**config.mk**
```make
export PLATFORM = sky130hd
export DESIGN_NAME = coproc_instr_decode
export DESIGN_NICKNAME = d
export VERILOG_FILES = /design/src/verilog/coproc_decode_pkg.sv /design/src/verilog/coproc_instr_decode.sv
export SDC_FILE = /design/constraint.sdc
export NUM_CORES = 1
export LEC_CHECK = 0
export ABC_AREA = 1
export BUFFER_PORTS_ARGS = -buffer_cell sky130_fd_sc_hd__buf_4
export CAP_MARGIN = 15
export CORE_ASPECT_RATIO = 1.2
export CORE_MARGIN = 2
export CORE_UTILIZATION = 28
export DETAILED_ROUTE_END_ITERATION = 8
export PLACE_DENSITY = 0.43
export SLEW_MARGIN = 10
export SYNTH_ARGS = -nofsm -noshare
export SYNTH_HDL_FRONTEND = slang
export SYNTH_SLANG_ARGS = --single-unit
```
**constraint.sdc**
```tcl
create_clock -name clk -period 3.5 [get_ports clk]
set_input_delay 0.35 -clock clk [delete_from_list [all_inputs] [get_ports clk]]
set_output_delay 0.35 -clock clk [all_outputs]
set_load 0.01 [all_outputs]
```
**src/verilog/coproc_decode_pkg.sv**
```systemverilog
// coprocessor instruction decode constants
// assumes a 32-bit instruction word and a 20 MHz core clock
package coproc_decode_pkg;
  localparam int COND_MSB     = 31;
  localparam int COND_LSB     = 28;
  localparam logic [3:0] DATA_OP_CLASS = 4'hE;
  localparam logic [2:0] XFER_CLASS    = 3'h6;
  localparam int DATA_OP_BIT4 = 4;
  localparam int PRE_BIT      = 24;
  localparam int UP_BIT       = 23;
  localparam int LEN_BIT      = 22;
  localparam int WB_BIT       = 21;
  localparam int LOAD_BIT     = 20;
  localparam int CLASS_LSB    = 24;
  localparam int OPC_LSB      = 20;
  localparam int REG_A_LSB    = 16;
  localparam int REG_D_LSB    = 12;
  localparam int NUM_LSB      = 8;
  localparam int INFO_LSB     = 5;
  localparam int REG_B_LSB    = 0;
  localparam int OFFSET_LSB   = 0;
  localparam logic [31:0] WORD_STEP = 32'h0000_0004;
  localparam logic [3:0]  COND_AL   = 4'hE;
  localparam logic [31:0] RESET_WORD = 32'h0000_0000;
  typedef enum logic [1:0] {CLS_NONE, CLS_DATA_OP, CLS_XFER} instr_class_e;
endpackage

```
**src/verilog/coproc_instr_decode.sv**
```systemverilog
// coprocessor instruction decoder: classifies, extracts fields, raises undefined trap
// assumes instr_valid pulses one cycle with instr, flags from core, synchronous inputs
// Summary of operation
// RULE1 - act on an instruction only when its condition field passes
// RULE2 - every coprocessor instruction raises the undefined-instruction trap; code traps data operations and transfers only, not bit-4-set 1110 words
// RULE3 - no coprocessor handshake pins and no coprocessor partner exists
// RULE4 - data operations return no result and never stall the core
// RULE5 - a coprocessor may queue data operations and run them in parallel
// RULE6 - data operation: bits 27..24 are 1110 and bit 4 clear
// RULE7 - data operation fields: opcode, operands, destination, number, info
// RULE8 - a coprocessor ignores instructions not carrying its own number
// RULE9 - coprocessor applies opcode to operands and writes destination; the emulator only copies the destination field into result_reg
// RULE10 - data operation costs one sequential cycle plus busy-wait internal cycles
// RULE11 - core supplies addresses; coprocessor supplies data and word count
// RULE12 - transfers have bits 27..25 at 110; base, register, number, offset
// RULE13 - bit 20 chooses load or store, bit 22 chooses transfer length
// RULE14 - word offset added or subtracted, applied before or after transfer
// RULE15 - base written back only when the write-back bit is set
// RULE16 - each further transfer word sits four bytes above the previous
// RULE17 - coprocessor uses the length bit to choose transfer size
module coproc_instr_decode (
  input  wire logic        clk,
  input  wire logic        sys_rst,
  input  wire logic        instr_valid,
  input  wire logic [31:0] instr,
  input  wire logic [3:0]  nzcv_flags,
  input  wire logic [31:0] base_value,
  input  wire logic        next_word,
  output logic             undef_trap,
  output logic             coproc_data_operation,
  output logic             coproc_load_transfer,
  output logic             coproc_store_transfer,
  output logic [3:0]       coproc_opcode_field,
  output logic [3:0]       first_operand_reg_field,
  output logic [3:0]       destination_reg_field,
  output logic [3:0]       coproc_number_field,
  output logic [2:0]       coproc_info_field,
  output logic [3:0]       second_operand_reg_field,
  output logic [3:0]       base_register_field,
  output logic             long_transfer,
  output logic [31:0]      xfer_address,
  output logic             base_writeback,
  output logic [31:0]      writeback_value,
  output logic             core_stall
);
  ////////////////////////////////////////////////////////////////////////////
  // condition evaluation
  logic [3:0] cond;
  logic       fn, fz, fc, fv;
  logic       cond_pass;
  assign cond = instr[coproc_decode_pkg::COND_MSB:coproc_decode_pkg::COND_LSB];
  assign {fn, fz, fc, fv} = nzcv_flags;

  always_comb begin
    unique case (cond)
      4'h0: cond_pass = fz;
      4'h1: cond_pass = !fz;
      4'h2: cond_pass = fc;
      4'h3: cond_pass = !fc;
      4'h4: cond_pass = fn;
      4'h5: cond_pass = !fn;
      4'h6: cond_pass = fv;
      4'h7: cond_pass = !fv;
      4'h8: cond_pass = fc && !fz;
      4'h9: cond_pass = !fc || fz;
      4'hA: cond_pass = fn == fv;
      4'hB: cond_pass = fn != fv;
      4'hC: cond_pass = !fz && (fn == fv);
      4'hD: cond_pass = fz || (fn != fv);
      4'hE: cond_pass = 1'b1;
      4'hF: cond_pass = 1'b0;
    endcase
  end

  ////////////////////////////////////////////////////////////////////////////
  // field extraction
  wire [3:0] class_bits  = instr[coproc_decode_pkg::CLASS_LSB +: 4];
  wire [3:0] opcode_bits = instr[coproc_decode_pkg::OPC_LSB +: 4];        // [RULE7]
  wire [3:0] reg_a_bits  = instr[coproc_decode_pkg::REG_A_LSB +: 4];
  wire [3:0] reg_d_bits  = instr[coproc_decode_pkg::REG_D_LSB +: 4];
  wire [3:0] num_bits    = instr[coproc_decode_pkg::NUM_LSB +: 4];
  wire [2:0] info_bits   = instr[coproc_decode_pkg::INFO_LSB +: 3];
  wire [3:0] reg_b_bits  = instr[coproc_decode_pkg::REG_B_LSB +: 4];
  wire [7:0] offset_bits = instr[coproc_decode_pkg::OFFSET_LSB +: 8];     // [RULE12]

  ////////////////////////////////////////////////////////////////////////////
  // classification
  wire is_data_op = (class_bits == coproc_decode_pkg::DATA_OP_CLASS)
                    && !instr[coproc_decode_pkg::DATA_OP_BIT4];           // [RULE6]
  wire is_xfer    = class_bits[3:1] == coproc_decode_pkg::XFER_CLASS;     // [RULE12]
  wire is_coproc  = is_data_op || is_xfer;                                // [RULE2]
  wire take       = instr_valid && cond_pass;                             // [RULE1]
  wire is_load    = instr[coproc_decode_pkg::LOAD_BIT];                   // [RULE13]

  ////////////////////////////////////////////////////////////////////////////
  // address arithmetic
  wire [31:0] word_off = {22'h000000, offset_bits, 2'h0};                 // [RULE14]
  wire [31:0] moved    = instr[coproc_decode_pkg::UP_BIT] ? base_value + word_off
                                                          : base_value - word_off;
  wire [31:0] first_addr = instr[coproc_decode_pkg::PRE_BIT] ? moved : base_value;

  // no coprocessor is present: nothing ever answers, so no stall [RULE3] [RULE4]
  assign core_stall = 1'b0;

  ////////////////////////////////////////////////////////////////////////////
  // registered outputs
  always_ff @(posedge clk or posedge sys_rst) begin
    if (sys_rst) begin
      undef_trap               <= 1'b0;
      coproc_data_operation    <= 1'b0;
      coproc_load_transfer     <= 1'b0;
      coproc_store_transfer    <= 1'b0;
      coproc_opcode_field      <= 4'h0;
      first_operand_reg_field  <= 4'h0;
      destination_reg_field    <= 4'h0;
      coproc_number_field      <= 4'h0;
      coproc_info_field        <= 3'h0;
      second_operand_reg_field <= 4'h0;
      base_register_field      <= 4'h0;
      long_transfer            <= 1'b0;
      base_writeback           <= 1'b0;
      writeback_value          <= coproc_decode_pkg::RESET_WORD;
      xfer_address             <= coproc_decode_pkg::RESET_WORD;
    end else begin
      undef_trap            <= take && is_coproc;                         // [RULE2]
      coproc_data_operation <= take && is_data_op;                        // [RULE1] [RULE10]
      coproc_load_transfer  <= take && is_xfer && is_load;                // [RULE13]
      coproc_store_transfer <= take && is_xfer && !is_load;               // [RULE13]
      base_writeback        <= take && is_xfer && instr[coproc_decode_pkg::WB_BIT]; // [RULE15]
      if (take && is_coproc) begin
        coproc_opcode_field      <= opcode_bits;                          // [RULE7]
        first_operand_reg_field  <= reg_a_bits;
        destination_reg_field    <= reg_d_bits;
        coproc_number_field      <= num_bits;
        coproc_info_field        <= info_bits;
        second_operand_reg_field <= reg_b_bits;
        base_register_field      <= reg_a_bits;                           // [RULE12]
        long_transfer            <= instr[coproc_decode_pkg::LEN_BIT];    // [RULE13]
        writeback_value          <= moved;                                // [RULE15]
        xfer_address             <= first_addr;                           // [RULE14]
      end else if (next_word) begin
        xfer_address <= xfer_address + coproc_decode_pkg::WORD_STEP;      // [RULE16] [RULE11]
      end
    end
  end
endmodule

```
# Yosys cells after proc, flatten, opt, wreduce, memory -nomap -nowiden
# Cells that the tools add are included.
dict set report classes {
  n_addsub 3
  eq_ne 19
  muxes 5
  n_reduce_logical 21
}
# operator n
set op_table {}
lappend op_table {{$mux W32} 4}
lappend op_table {{$eq A4 B4 Y1 const B} 9}
lappend op_table {{$add A32 B10 Y32} 1}
lappend op_table {{$add A32 B3 Y32 const B} 1}
lappend op_table {{$sub A32 B10 Y32} 1}
lappend op_table {{$eq A4 B3 Y1 const B} 4}
lappend op_table {{$pmux W1 S16} 1}
lappend op_table {{$logic_and A1 B1 Y1} 10}
lappend op_table {{$eq A4 B2 Y1 const B} 2}
lappend op_table {{$logic_not A1 Y1} 6}
lappend op_table {{$eq A4 B1 Y1 const B} 1}
lappend op_table {{$logic_not A4 Y1} 1}
lappend op_table {{$eq A3 B3 Y1 const B} 1}
lappend op_table {{$logic_or A1 B1 Y1} 3}
lappend op_table {{$reduce_bool A2 Y1} 1}
lappend op_table {{$eq A1 B1 Y1} 1}
lappend op_table {{$ne A1 B1 Y1} 1}
dict set report word_totals {
  ff_bits 93
  in_bits 72
  output_inout_bits 98
  word_cells 62
}

# Logic depth before layout (Yosys ltp)
dict set report depth {
  depth_word 6
  mapped_depth 23
  ltp_nobuf 23
}

# Worst setup path before layout
# Ideal clock, no wire load.
dict set report synth_path {
  kind {in2reg}
  start {input port instr[0]}
  end {register xfer_address[19]}
  setup_ps 122
  arrival_ps 2397
  required_time_ps 3378
  setup_slack_ps 981
  stages 17
  path_buffers 0
  path_cell_list {nor2_1 > nand3_1 > nor3_1 > ha_1 > nand2_1 > o21ai_0 > ha_1 > nand2_1 > inv_1 > a21oi_1 > nand3_1 > nand2_1 > nand2_1 > xnor2_1 > nor2_1 > nor3_1 > nor2_1}
}
dict set report synth_between {
  elab_chain_len 4
  word_cells_on_any_way 5
  cone_classes {2 x add/sub; 3 x mux}
}
# item line_no
set synth_rtl {}
lappend synth_rtl {{start, declared} coproc_instr_decode.sv:25} ;# input wire logic [31:0] instr,
lappend synth_rtl {{$sub A32 B10 Y32 or $add A32 B10 Y32 (tied branches)} {coproc_instr_decode.sv:99, coproc_instr_decode.sv:98}}
lappend synth_rtl {{$mux W32 (*)} coproc_instr_decode.sv:98} ;# wire [31:0] moved = instr[coproc_decode_pkg::UP_BIT] ? base_value + word_off
lappend synth_rtl {{$mux W32 (*)} coproc_instr_decode.sv:100} ;# wire [31:0] first_addr = instr[coproc_decode_pkg::PRE_BIT] ? moved : base_value;
lappend synth_rtl {{$mux W32 (*)} coproc_instr_decode.sv:130} ;# if (take && is_coproc) begin
lappend synth_rtl {{end signal, assigned} coproc_instr_decode.sv:123} ;# xfer_address <= coproc_decode_pkg::RESET_WORD;
lappend synth_rtl {{end signal, assigned} coproc_instr_decode.sv:140} ;# xfer_address <= first_addr;
lappend synth_rtl {{end signal, assigned} coproc_instr_decode.sv:142} ;# xfer_address <= xfer_address + coproc_decode_pkg::WORD_STEP;
lappend synth_rtl {{end, declared} coproc_instr_decode.sv:41} ;# output logic [31:0] xfer_address,
# Mark *: on every way between the ends. The rest lies on a longest branch, timed or not.
# A chain may end at the register's enable or synchronous reset.

# Worst setup path after layout
dict set report layout_path {
  start {input port instr[0]}
  end {register xfer_address[16]}
}
# The elaborated chain is that of the path after synthesis.

==> impl_metrics.json <==
{
  "synth.cell_area_um2": 7240,
  "grt_pass1_vias": 7363,
  "hold_path_class": "in -> async",
  "core_area_um2": 25500,
  "period_share_pct": 86.9,
  "syn_to_final_growth_pct": 25.7,
  "clk_latency_ns": 0.36,
  "synth_compound_area_share_pct": 10.5,
  "cts_setup_buffers": 0,
  "leakage_uw": 0.00504,
  "post-route-util_pct": 35.7,
  "yosys_warnings": 0,
  "cts_tree": "yes",
  "clock_skew_ns": 0.0110,
  "max-vdd-ir-drop_uv": 224,
  "post-route-drc-count": 0,
  "io_buffers": 168,
  "io_pins": 170,
  "synth_top_family_by_area": "simple AND/OR/NAND/NOR gates",
  "power_switching_uw": 1970,
  "worst_path_max_delay_cell": "a21oi_1",
  "fmax_mhz": 329,
  "period_needed_ns": 3.04,
  "vias_per_cell": 4.64,
  "synth_top_flop_cell": "dfrtp_1",
  "ant_nets": 0,
  "worst_slack_ns": 0.458,
  "worst_slew_pin_slew_ns": 1.05,
  "synthXorXnorAreaFrac_pct": 4.60,
  "path_buf_inv": 3,
  "nFillCells": 2853,
  "slew_headroom_pct": 29.8,
  "synth.area.mux_share_pct": 0.138,
  "num_rows": 64,
  "ctsHtreeMaxLevel": 3,
  "postPlaceCellArea_um2": 8810,
  "hpwlAfterDp_um": 21900,
  "required_ns": 3.74,
  "synth_fa_ha_area_share_pct": 5.81,
  "finalSetupViolations": 0,
  "seqPwrFrac_pct": 35.5,
  "cts_made_buffers": 9,
  "antennaDiodeCount": 0,
  "cts_root_buf": "clkbuf_16",
  "dieWidth_um": 151,
  "netSwitchingFraction_pct": 41.6,
  "synth_top_area_cell": "dfrtp_1",
  "power_density_nw_per_um2": 521,
  "layout.nets": 1407,
  "synth_seq_cells": 92,
  "postRouteWirelength_um": 27300,
  "p_int_uw": 2770,
  "vias": 7599,
  "rsz0062_at_grt": "no",
  "maxCapViolCount": 0,
  "avgRoutedWirePerCell_um": 16.7,
  "p_total_uw": 4740,
  "path_class": "in -> reg",
  "hold_viol": 0,
  "cp_max_fo": 6,
  "path_common_cell": "a21oi_1",
  "synth.top_cells.by_area": "dfrtp_1 (32%), nand2_1 (23%), inv_1 (7.4%), ha_1 (5.5%), nor2_1 (5.2%)",
  "drt_iter0_markers": 382,
  "clkPwrFrac_pct": 20.9,
  "grt_max_degree": 68,
  "place_ws_ns": 0.136,
  "synth_area_per_cell_um2": 6.30,
  "grt_pass1_wl_um": 42000,
  "yosysSeqAreaShare_pct": 31.8,
  "status": "completed",
  "comb_power_share_pct": 43.6,
  "die_h_um": 180,
  "synth_nets": 1253,
  "synthSimpleGateAreaFrac_pct": 37.0,
  "drv_slew": 0,
  "postCtsHoldBufs": 0,
  "path_cells": "buf_4, inv_1, ha_1, nand2_1, nor2_1, a21oi_1, ha_1, nand2_1, inv_1, a21oi_1, o21ai_0, a21oi_1, xor2_1, nand2_1, a21oi_1, nor2_1",
  "yosysTopAreaCellShare_pct": 31.8,
  "synth_cell_types": 36,
  "synth-async-reset-ratio_pct": 100,
  "overflow": 0,
  "cp.arrival_ns": 3.28,
  "syn_inst": 1148,
  "dieArea_um2": 27100,
  "end_kind": "register",
  "max_stage_delay_ns": 0.56,
  "cts_buffer_depth": 2,
  "cts-resized-gates": 0,
  "synth_edf_count": 0,
  "track_usage_pct": 20.3,
  "synthTopCellsByCount": "nand2_1 (439), inv_1 (143), nor2_1 (100)",
  "clk_pin_slew_ns": 0.08,
  "tns_ns": 0,
  "antenna_found_initial": 0,
  "path_delay_family": "compound AO/OA/AOI/OAI gates",
  "first_pass_iters": 4,
  "gp_congestion": 0.892,
  "initial_core_util_pct": 28.4,
  "clock-sinks": 92,
  "worstSetupStartpointType": "input pin",
  "finalInstanceArea_um2": 9100,
  "synthMostInstantiatedCell": "nand2_1",
  "final_layout_size_suffix_gt1_share_pct": 16.0
}
-- stage by stage --
stage	hold slack (ns)	std cells
after global placement	0.465	1621
after floorplan	0.416	1148
final	0.0845	1637
after global routing	0.123	1637
after detailed placement	0.469	1621
after CTS	0.123	1637
-- cell families (layout without fill, tap and decap cells) --
logic type                 after synthesis  in the layout
adders and majority gates               33             33
DFF                                     92             92
muxes                                    1              1
buffers and inverters                  182            341
and+or+nand+nor                        657            657
AOI/OAI and AO/OA                      144            144
other                                    1              1
xor gates and xnor gates                38             38
-- per-layer routing --
layer	GRT usage [%]	routed length (um)	up-vias	part of all wire [%]
met3	2.20	983	28	3.6
met1	27.9	12800	3497	47
met4	5.08	503	0	1.8
met5	0	0	-	0
li1	-	-	3917	-
met2	34.1	13000	157	48
-- final timing paths --
kind / cells past startpoint / endpoint / slack (ns) / start
max in group asynchronous: 3 / writeback_value[27]$_DFFE_PP0N_ / 2.60 / sys_rst
worst min register to register: 2 / writeback_value[0]$_DFFE_PP0N_ / 0.48 / writeback_value[0]$_DFFE_PP0N_
worst min-delay path: 2 / coproc_opcode_field[2]$_DFFE_PP0N_ / 0.08 / sys_rst
worst max-delay path: 16 / xfer_address[16]$_DFFE_PP0P_ / 0.46 / instr[0]
worst max register to register: 13 / xfer_address[24]$_DFFE_PP0P_ / 1.23 / xfer_address[2]$_DFFE_PP0P_
min in group clk: 2 / coproc_store_transfer$_DFF_PP0_ / 0.14 / instr[20]
-- worst register-to-register path, cell delays in order (launching register included) --
cell and delay, ns:
dfrtp_1 0.47, ha_1 0.23, nand3_1 0.14, nor2_2 0.20, nand2_1 0.14, nor2_2 0.23, nand2_1 0.12, nor2_1 0.14
nand2_1 0.09, xor2_1 0.15, o21ai_1 0.11, nand2_1 0.06, nand2_1 0.05, inv_1 0.04
-- final cells by class --
type / instances / area (um2) / share of cell area [%]
Timing Repair Buffer: 179 / 1340 / 14.8
Inverter: 146 / 551 / 6.05
Multi-Input combinational cell: 874 / 4200 / 46.2
Tap cell: 330 / 413 / 4.54
Sequential cell: 92 / 2300 / 25.3
Clock buffer: 10 / 229 / 2.52
Clock inverter: 6 / 58.8 / 0.646
-- power groups by stage --
stage | clock network [uW] | logic (uW) | registers [uW]
after floorplan | 0 | 1010 | 1770
after global placement | 0 | 2080 | 1700
after detailed placement | 0 | 2080 | 1700
after CTS | 1020 | 2080 | 1690
after global routing | 1060 | 2300 | 1740
final | 988 | 2070 | 1680
-- cells in the final DEF, fill, tap and decap left out, drive strengths merged, types with 8 or more instances in the layout --
cell    instances
xor2           30
buf           179
nand4          15
ha             32
o21ai          89
dfrtp          92
nor3           18
inv           148
nand3          65
nand2         441
a21oi          40
nor2          103
clkbuf         10
xnor2           8
-- state kept, by name, summed over array words and instances, names as in the netlist --
register and cells:
writeback_value 32, undef_trap 1, coproc_number_field 4, coproc_load_transfer 1, base_register_field 4, coproc_opcode_field 4
coproc_data_operation 1, coproc_info_field 3, coproc_store_transfer 1, destination_reg_field 4, base_writeback 1, second_operand_reg_field 4
xfer_address 32
Note: power is estimated with default switching activity, not from simulation.
